`config.mk`:
```
export PLATFORM = sky130hd
export DESIGN_NAME = bal_ctrl_regs
export DESIGN_NICKNAME = d
export VERILOG_FILES = /design/src/bal_pkg.sv /design/src/bal_ctrl_regs.sv
export SDC_FILE = /design/constraint.sdc
export NUM_CORES = 1
export LEC_CHECK = 0
export ABC_AREA = 1
export BUFFER_PORTS_ARGS = -buffer_cell sky130_fd_sc_hd__buf_2
export CORE_MARGIN = 4
export CORE_UTILIZATION = 40
export DETAILED_ROUTE_END_ITERATION = 6
export GPL_TIMING_DRIVEN = 1
export SLEW_MARGIN = 20
export SYNTH_ARGS = -nofsm -noshare
export SYNTH_HDL_FRONTEND = slang
export SYNTH_SLANG_ARGS = --single-unit
```
`constraint.sdc`:
```
create_clock -name mclk -period 2.95 [get_ports mclk]
set_clock_uncertainty 0.2 [all_clocks]
set_input_delay 0.4425 -clock mclk [delete_from_list [all_inputs] [get_ports mclk]]
set_output_delay 0.4425 -clock mclk [all_outputs]
set_load 0.05 [all_outputs]
```
`src/bal_pkg.sv`:
```
package bal_pkg;
    // ==========================================
    // Bus address and register map
    localparam logic [6:0] DEV_ADDR   = 7'h2c; // Arbitrary bus address
    localparam logic [7:0] OFS_BSTS   = 8'h50;
    localparam logic [7:0] OFS_BCFG   = 8'h54;
    localparam logic [7:0] OFS_ACFG   = 8'h55;
    localparam logic [7:0] OFS_LSTS   = 8'h5a;
    localparam logic [7:0] OFS_FLOW   = 8'h5d;
    // ==========================================
    // Field positions
    localparam int B_EXT    = 7;
    localparam int B_INTEN  = 6;
    localparam int B_REMOFF = 5;
    localparam int B_AUTOFF = 4;
    localparam int B_TDM    = 2;
    localparam int B_LOCAL  = 1;
    localparam int B_AUX    = 0;
    localparam int B_T2P    = 7;
    localparam int B_I2SOUT = 6;
    localparam int B_RTYPE  = 3;
    localparam int B_RAIF   = 2;
    localparam int B_RAVI   = 1;
    localparam int B_RACR   = 0;
    localparam int B_HINT   = 6;
    // ==========================================
    // Reset values and masks
    localparam logic [7:0] BCFG_RST   = 8'h00;
    localparam logic [7:0] BCFG_MASK  = 8'hf7;
    localparam logic [7:0] ACFG_RST   = 8'h0c;
    localparam logic [7:0] ACFG_MASK  = 8'hcf;
    localparam logic [7:0] LSTS_RST   = 8'h00;
    localparam logic [5:0] FLOW_RST   = 6'h06;
    localparam logic [1:0] PORT_SNGL  = 2'h1;
    localparam logic [1:0] PORT_NONE  = 2'h0;
    localparam logic [3:0] BIT_CNT_LAST = 4'h8;
    typedef enum logic [3:0] {
        S_IDLE, S_ADDR, S_AACK, S_REG, S_RACKW, S_WDAT, S_WACK, S_RDAT, S_RACK
    } bal_state_t;
endpackage

```
`src/bal_ctrl_regs.sv`:
```
`timescale 1ns/1ns
module bal_ctrl_regs (
    input  wire logic        mclk,
    input  wire logic        srst,
    input  wire logic        scl_in,
    input  wire logic        sda_in,
    output logic             sda_out,
    output logic             sda_oe_n,
    input  wire logic        strap_pin_a,
    input  wire logic        strap_pin_b,
    input  wire logic        hdmi_int_pending,
    input  wire logic        downstream_link_ready,
    input  wire logic        tx_active,
    input  wire logic        far_rx_locked,
    input  wire logic        input_data_recovering,
    input  wire logic        pll_locked,
    input  wire logic        input_clock_steady,
    input  wire logic [7:0]  meas_freq_mhz,
    input  wire logic [3:0]  audio_type,
    input  wire logic [7:0]  audio_frame_sum,
    input  wire logic [7:0]  video_frame_sum,
    input  wire logic [19:0] clock_regen_n,
    input  wire logic [19:0] clock_regen_cts,
    output logic             interrupt_out_n,
    output logic             internal_seq_en,
    output logic             receiver_setup_en,
    output logic             remote_id_load_en,
    output logic             tdm_audio_en,
    output logic             local_audio_sel,
    output logic             aux_audio_en,
    output logic             tdm_to_par_en,
    output logic             par_clock_sel,
    output logic             hdmi_i2s_out_en,
    output logic             audio_fifo_reset
);
    // ==========================================
    // Pin synchronisers
    logic [1:0] scl_sy;
    logic [1:0] sda_sy;
    logic [1:0] sa_sy;
    logic [1:0] sb_sy;
    logic       scl_p_q;
    logic       sda_p_q;

    always_ff @(posedge mclk)
    begin
        scl_sy  <= {scl_sy[0], scl_in};
        sda_sy  <= {sda_sy[0], sda_in};
        sa_sy   <= {sa_sy[0], strap_pin_a};
        sb_sy   <= {sb_sy[0], strap_pin_b};
        scl_p_q <= scl_sy[1];
        sda_p_q <= sda_sy[1];
    end

    wire scl_s   = scl_sy[1];
    wire sda_s   = sda_sy[1];
    wire scl_rise = scl_s & ~scl_p_q;
    wire scl_fall = ~scl_s & scl_p_q;
    wire start_c = scl_s & scl_p_q & sda_p_q & ~sda_s;
    wire stop_c  = scl_s & scl_p_q & ~sda_p_q & sda_s;

    // ==========================================
    // Serial control bus slave
    bal_pkg::bal_state_t st_q;
    bal_pkg::bal_state_t st_d;
    logic [3:0] cnt_q;
    logic [3:0] cnt_d;
    logic [7:0] sh_q;
    logic [7:0] sh_d;
    logic [7:0] tx_q;
    logic [7:0] tx_d;
    logic [7:0] ptr_q;
    logic [7:0] ptr_d;
    logic       rw_q;
    logic       rw_d;
    logic       mack_q;
    logic       mack_d;
    logic       wr_en;
    logic [7:0] rd_data;

    wire byte_done = (cnt_q == bal_pkg::BIT_CNT_LAST);

    always_comb
    begin
        st_d   = st_q;
        cnt_d  = cnt_q;
        sh_d   = sh_q;
        tx_d   = tx_q;
        ptr_d  = ptr_q;
        rw_d   = rw_q;
        mack_d = mack_q;
        wr_en  = 1'b0;
        if (start_c)
        begin
            st_d  = bal_pkg::S_ADDR;
            cnt_d = 4'h0;
        end
        else if (stop_c)
            st_d = bal_pkg::S_IDLE;
        else if (scl_rise)
        begin
            if (st_q == bal_pkg::S_RACK)
                mack_d = ~sda_s;
            else if (st_q != bal_pkg::S_IDLE && st_q != bal_pkg::S_AACK &&
                     st_q != bal_pkg::S_RACKW && st_q != bal_pkg::S_WACK)
            begin
                sh_d  = {sh_q[6:0], sda_s};
                cnt_d = cnt_q + 4'h1;
            end
        end
        else if (scl_fall)
        begin
            unique case (st_q)
                bal_pkg::S_IDLE: ;
                bal_pkg::S_ADDR:
                    if (byte_done)
                    begin
                        rw_d = sh_q[0];
                        st_d = (sh_q[7:1] == bal_pkg::DEV_ADDR) ? bal_pkg::S_AACK : bal_pkg::S_IDLE;
                    end
                bal_pkg::S_AACK:
                begin
                    cnt_d = 4'h0;
                    if (rw_q)
                    begin
                        tx_d  = rd_data;
                        ptr_d = ptr_q + 8'h01;
                        st_d  = bal_pkg::S_RDAT;
                    end
                    else
                        st_d = bal_pkg::S_REG;
                end
                bal_pkg::S_REG:
                    if (byte_done)
                    begin
                        ptr_d = sh_q;
                        st_d  = bal_pkg::S_RACKW;
                    end
                bal_pkg::S_RACKW, bal_pkg::S_WACK:
                begin
                    cnt_d = 4'h0;
                    st_d  = bal_pkg::S_WDAT;
                end
                bal_pkg::S_WDAT:
                    if (byte_done)
                    begin
                        wr_en = 1'b1;
                        ptr_d = ptr_q + 8'h01;
                        st_d  = bal_pkg::S_WACK;
                    end
                bal_pkg::S_RDAT:
                    if (byte_done)
                        st_d = bal_pkg::S_RACK;
                    else
                        tx_d = {tx_q[6:0], 1'b0};
                bal_pkg::S_RACK:
                begin
                    cnt_d = 4'h0;
                    if (mack_q)
                    begin
                        tx_d  = rd_data;
                        ptr_d = ptr_q + 8'h01;
                        st_d  = bal_pkg::S_RDAT;
                    end
                    else
                        st_d = bal_pkg::S_IDLE;
                end
                default: st_d = bal_pkg::S_IDLE;
            endcase
        end
    end

    always_ff @(posedge mclk)
    begin
        if (srst)
        begin
            st_q   <= bal_pkg::S_IDLE;
            cnt_q  <= 4'h0;
            sh_q   <= 8'h00;
            tx_q   <= 8'h00;
            ptr_q  <= 8'h00;
            rw_q   <= 1'b0;
            mack_q <= 1'b0;
        end
        else
        begin
            st_q   <= st_d;
            cnt_q  <= cnt_d;
            sh_q   <= sh_d;
            tx_q   <= tx_d;
            ptr_q  <= ptr_d;
            rw_q   <= rw_d;
            mack_q <= mack_d;
        end
    end

    // Open-drain data line: only ever pulled low
    wire drive_low = (st_q == bal_pkg::S_AACK) || (st_q == bal_pkg::S_RACKW) ||
                     (st_q == bal_pkg::S_WACK) || (st_q == bal_pkg::S_RDAT && !tx_q[7]);
    assign sda_out  = 1'b0;
    assign sda_oe_n = ~drive_low;

    // ==========================================
    // Register file
    logic [7:0] bcfg_q;
    logic [7:0] acfg_q;
    logic [7:0] lsts_q;
    logic [5:0] flow_q;
    logic       hint_q;
    logic       strap_done_q;

    wire wr_bcfg = wr_en && (ptr_q == bal_pkg::OFS_BCFG);
    wire wr_acfg = wr_en && (ptr_q == bal_pkg::OFS_ACFG);
    wire wr_flow = wr_en && (ptr_q == bal_pkg::OFS_FLOW);

    // Status is sampled every cycle; a clock equal to the threshold counts as absent
    wire       tx_lock  = tx_active & far_rx_locked & input_data_recovering;
    wire [1:0] port_st  = tx_lock ? bal_pkg::PORT_SNGL : bal_pkg::PORT_NONE;
    wire       no_clk   = (meas_freq_mhz <= {2'b00, flow_q});
    wire [7:0] lsts_d   = {downstream_link_ready, tx_lock, port_st,
                           input_data_recovering, pll_locked, no_clk,
                           input_clock_steady};

    always_ff @(posedge mclk)
    begin
        if (srst)
        begin
            bcfg_q       <= bal_pkg::BCFG_RST;
            acfg_q       <= bal_pkg::ACFG_RST;
            lsts_q       <= bal_pkg::LSTS_RST;
            flow_q       <= bal_pkg::FLOW_RST;
            hint_q       <= 1'b0;
            strap_done_q <= 1'b0;
        end
        else
        begin
            // Straps win over a bus write in the first cycle after reset
            strap_done_q <= 1'b1;
            if (!strap_done_q)
            begin
                bcfg_q[bal_pkg::B_EXT]    <= sb_sy[1];
                bcfg_q[bal_pkg::B_REMOFF] <= sb_sy[1];
                bcfg_q[bal_pkg::B_AUX]    <= sa_sy[1];
            end
            else if (wr_bcfg)
                bcfg_q <= sh_q & bal_pkg::BCFG_MASK;
            if (wr_acfg)
                acfg_q <= sh_q & bal_pkg::ACFG_MASK;
            if (wr_flow)
                flow_q <= sh_q[5:0];
            lsts_q <= lsts_d;
            hint_q <= hdmi_int_pending;
        end
    end

    assign rd_data = (ptr_q == bal_pkg::OFS_BCFG) ? bcfg_q :
                     (ptr_q == bal_pkg::OFS_ACFG) ? acfg_q :
                     (ptr_q == bal_pkg::OFS_LSTS) ? lsts_q :
                     (ptr_q == bal_pkg::OFS_FLOW) ? {2'b00, flow_q} :
                     (ptr_q == bal_pkg::OFS_BSTS) ? {1'b0, hint_q, 6'h00} : 8'h00;

    // ==========================================
    // Control outputs
    assign interrupt_out_n   = ~(bcfg_q[bal_pkg::B_INTEN] & hint_q);
    assign internal_seq_en   = ~bcfg_q[bal_pkg::B_EXT];
    assign receiver_setup_en = internal_seq_en & ~bcfg_q[bal_pkg::B_AUTOFF];
    assign remote_id_load_en = internal_seq_en & ~bcfg_q[bal_pkg::B_REMOFF];
    assign tdm_audio_en      = bcfg_q[bal_pkg::B_TDM];
    assign local_audio_sel   = bcfg_q[bal_pkg::B_LOCAL];
    assign aux_audio_en      = bcfg_q[bal_pkg::B_AUX];
    assign tdm_to_par_en     = acfg_q[bal_pkg::B_T2P];
    assign par_clock_sel     = acfg_q[bal_pkg::B_T2P];
    assign hdmi_i2s_out_en   = acfg_q[bal_pkg::B_I2SOUT] & ~bcfg_q[bal_pkg::B_LOCAL];

    // ==========================================
    // Audio FIFO reset on received-stream changes
    logic [3:0]  typ_p_q;
    logic [7:0]  aif_p_q;
    logic [7:0]  avi_p_q;
    logic [39:0] acr_p_q;
    logic        seen_q;
    logic        fifo_rst_q;

    wire chg_typ = seen_q && (audio_type != typ_p_q);
    wire chg_aif = seen_q && (audio_frame_sum != aif_p_q);
    wire chg_avi = seen_q && (video_frame_sum != avi_p_q);
    wire chg_acr = seen_q && ({clock_regen_n, clock_regen_cts} != acr_p_q);
    // Events are ignored while an external controller owns sequencing
    wire fifo_rst_d = internal_seq_en &
                      ((acfg_q[bal_pkg::B_RTYPE] & chg_typ) |
                       (acfg_q[bal_pkg::B_RAIF]  & chg_aif) |
                       (acfg_q[bal_pkg::B_RAVI]  & chg_avi) |
                       (acfg_q[bal_pkg::B_RACR]  & chg_acr));

    always_ff @(posedge mclk)
    begin
        if (srst)
        begin
            typ_p_q    <= 4'h0;
            aif_p_q    <= 8'h00;
            avi_p_q    <= 8'h00;
            acr_p_q    <= 40'h0;
            seen_q     <= 1'b0;
            fifo_rst_q <= 1'b0;
        end
        else
        begin
            typ_p_q    <= audio_type;
            aif_p_q    <= audio_frame_sum;
            avi_p_q    <= video_frame_sum;
            acr_p_q    <= {clock_regen_n, clock_regen_cts};
            seen_q     <= 1'b1;
            fifo_rst_q <= fifo_rst_d;
        end
    end

    assign audio_fifo_reset = fifo_rst_q;
endmodule // bal_ctrl_regs

```
==> impl_metrics.csv <==
group,metric,value,unit
clocking,htree_levels,4,
place,gp_congestion,0.851,
power_and_ir_drop,clock_power_share,0.517,
sta,worst_slew_margin_rel,0.573,
logic_synthesis,synth_edf_count,0,
sta,clock.fmax,404,MHz
floorplanning,dieArea,0.0176,sq mm
floorplanning,die_height,133,um
critical_path,reg2reg_depth,8,
routing,drt-initial-drc-count,323,
place,dp_hpwl,10.5,mm
critical_path,path_buf_inv,2,
clocking,clkSlewWorstSetupHoldPaths,0.06,ns
power_and_ir_drop,cellPowerDensity,605,mW/mm^2
clocking,cts.sinks,132,
floorplanning,start_util,0.408,
power_and_ir_drop,seqPwrFrac,0.415,
logic_synthesis,yosys_warnings,0,
grt,grt_pass1_wl,23.7,mm
power_and_ir_drop,p_leak,0.00348,uW
sta,whs,0.0293,ns
routing,wl,14.2,mm
place,placedCellCount,1114,
logic_synthesis,syn-num-nets,946,
critical_path,slowest_delay,0.50,ns
clocking,insertion_delay,0.42,ns
routing,drc_errors,0,
logic_synthesis,ys_types,40,
routing,routedWlPerCell,12.4,um
final_layout,fin_cells,1150,
logic_synthesis,synthFlopType,"dfxtp_1",
min_path,hold_class,"in -> reg",
logic_synthesis,ys_ff_latch,132,
power_and_ir_drop,vdd_ir_drop_max,452,uV
power_and_ir_drop,p_sw,1030,uW
sta,finalHoldViolCount,0,
job,maxCapViolCount,0,
sta,rsz0062_at_grt,"false",
final_layout,syn_to_final_growth,20.7,%
critical_path,criticalPathCategory,"reg -> out",
clocking,post_cts_buffers,0,
power_and_ir_drop,swShare,0.228,
place,io_buffers,92,
sta,final.setup.tns,0,ns
critical_path,crit_end,"sda_oe_n",
floorplanning,die_x,133,um
sta,finalSetupViolations,0,
grt,grt_max_degree,71,
critical_path,crit_family,"simple AND/OR/NAND/NOR gates",
critical_path,ff2ff_setup_slack,0.88,ns
sta,tightest_slew,0.640,ns
logic_synthesis,async_reset_ff_frac,0,
critical_path,cp.required,2.31,ns
critical_path,cp.arrival,1.83,ns
routing,ant_nets,0,
grt,grt_usage,0.168,
critical_path,cp-startpoint,"st_q[0]",
final_layout,final_nets,1042,
clocking,cts_tree,"built",
sta,slew_violations,0,
routing,via_per_inst,4.57,
status,outcome,"completed",
logic_synthesis,synth.avg_cell_area,7.27,sq um
power_and_ir_drop,p_total,4530,uW
critical_path,cp_slowest_cell,"dfxtp_1",
routing,dr.pass1.iters,5,
logic_synthesis,ys_seq_area_frac,0.426,
clocking,clk_path_buf_depth,2,
final_layout,diodes,0,
power_and_ir_drop,p_comb_frac,0.068,
power_and_ir_drop,p_int,3500,uW
floorplanning,coreArea,0.0152,sq mm
clocking,cts_hold_buf,4,
critical_path,cp_num_cells,6,
clocking,numCtsBuffers,17,
grt,grt.overflow.total,0,
logic_synthesis,synth_area,0.00620,sq mm
sta,period_share,0.840,
critical_path,worstReg2RegStart,"st_q[2]",
critical_path,crit_path_cell_trace,"nand2_1, nor2_4, inv_2, nor2_1, nor3_1, buf_2",
final_layout,drive_above_1_share,0.176,
grt,antenna_found_initial,0,
critical_path,start_kind,"register",
critical_path,critPathMaxFanout,11,
clocking,cts_root_buf,"clkbuf_16",
floorplanning,ioPinCount,94,
clocking,post_cts_resized,0,
critical_path,worstSetupEndpointType,"output pin",
floorplanning,num_rows,45,
logic_synthesis,postSynthCellCount,853,
sta,min_period,2.48,ns
critical_path,worstReg2RegEnd,"ptr_q[4]",
grt,first_global_vias,4954,
routing,route.vias.total,5251,
cell usage in the layout (no fill, tap or decap), types with 3 or more instances in the layout:
cell	netlist	final
a21oi_1	47	47
a21oi_2	5	5
buf_2	5	92
bufinv_16	0	5
clkbuf_16	0	17
dfxtp_1	132	132
dlygate4sd3_1	0	4
ha_1	12	12
inv_1	142	142
inv_2	7	7
inv_6	0	5
nand2_1	164	164
nand2_2	6	6
nand3_1	28	28
nand3_2	3	3
nand4_1	12	12
nor2_1	135	135
nor2_2	4	4
nor2_4	8	8
nor3_1	6	6
o211ai_1	5	5
o21ai_0	45	45
o21ai_1	5	5
or2_2	3	3
xnor2_1	42	42
xor2_1	4	4
synth_stat cells, types with 6 or more instances:
cell type,n,area share
xnor2_1,42,0.059
nand4_1,12,0.012
nor2_1,135,0.082
ha_1,12,0.024
nand3_1,28,0.023
inv_2,7,0.0042
dfxtp_1,132,0.43
inv_1,142,0.086
o21ai_0,45,0.036
nand2_1,164,0.099
nor3_1,6,0.0048
a21oi_1,47,0.038
clkbuf_1,8,0.0048
nor2_4,8,0.015
nand2_2,6,0.0061
cell type report:
| type | count | area (sq um) |
|---|---|---|
| inverters | 150 | 564 |
| fillers | 1530 | 7720 |
| flip-flops and latches | 132 | 2640 |
| well taps | 188 | 235 |
| clock buffers | 18 | 429 |
| repair buffers | 98 | 528 |
| multi-input cells | 550 | 2860 |
| clock inverters | 14 | 223 |
routing by layer:
metal / track usage / routed length [um] / vias up
li1: - / - / 2820
met1: 0.219 / 6670 / 2284
met2: 0.256 / 6320 / 129
met3: 0.0650 / 992 / 18
met4: 0.0537 / 229 / 0
met5: 0 / 0 / -
cells by family after synthesis:
family | share of synthesized area
flip-flops | 0.426
adder cells (fa/ha/maj) | 0.0242
buffers and inverters | 0.113
AND/OR/NAND/NOR | 0.274
AO/OA/AOI/OAI | 0.0971
other | 0.000605
XOR/XNOR | 0.0650
worst min path at each step:
stage	startpoint	end	slack (ns)	cells past startpoint
CTS	pll_locked	lsts_q[2]	0.01	3
finish	pll_locked	lsts_q[2]	0.03	3
global route	clock_regen_cts[16]	acr_p_q[16]	0.03	3
floorplan	sa_sy[0]	sa_sy[1]	0.11	0
global placement	sb_sy[0]	sb_sy[1]	0.11	0
detailed placement	scl_sy[0]	scl_sy[1]	0.12	0
metrics by stage:
step           utilization  instance area [sq um]  setup WS, ns
6_report             0.492                   7480         0.473
3_3_place_gp         0.447                   6790         0.938
5_1_grt              0.492                   7480         0.278
3_5_place_dp         0.447                   6790         0.896
4_1_cts              0.492                   7480         0.451
2_1_floorplan            -                   6200         0.520
power by group through the flow:
stage / Clock (uW) / Sequential [uW] / Combinational (uW)
after floorplan: 0 / 1910 / 200
after global placement: 0 / 1920 / 305
after detailed placement: 0 / 1920 / 308
after CTS: 2410 / 1880 / 313
after global routing: 2470 / 1890 / 357
final: 2340 / 1880 / 307
sequential cells by signal, summed over array words and instances (netlist names), 2 cells and up:
signal and cells:
bcfg_q 7, acfg_q 6, typ_p_q 4, sda_sy 2, sa_sy 2, scl_sy 2
acr_p_q 40, sb_sy 2, aif_p_q 8, lsts_q 6, avi_p_q 8, cnt_q 4
flow_q 6, tx_q 8, sh_q 8, ptr_q 8, st_q 4
worst reg2reg max path: stages, from the launching register on:
cell and delay (ns):
dfxtp_1 0.39, nor2_4 0.19, nand3_2 0.30, a21oi_2 0.28, nor2_1 0.07, nand2_2 0.22, inv_2 0.10, o21ai_0 0.15
nor2_1 0.05
(Power assumes the default switching activity.)
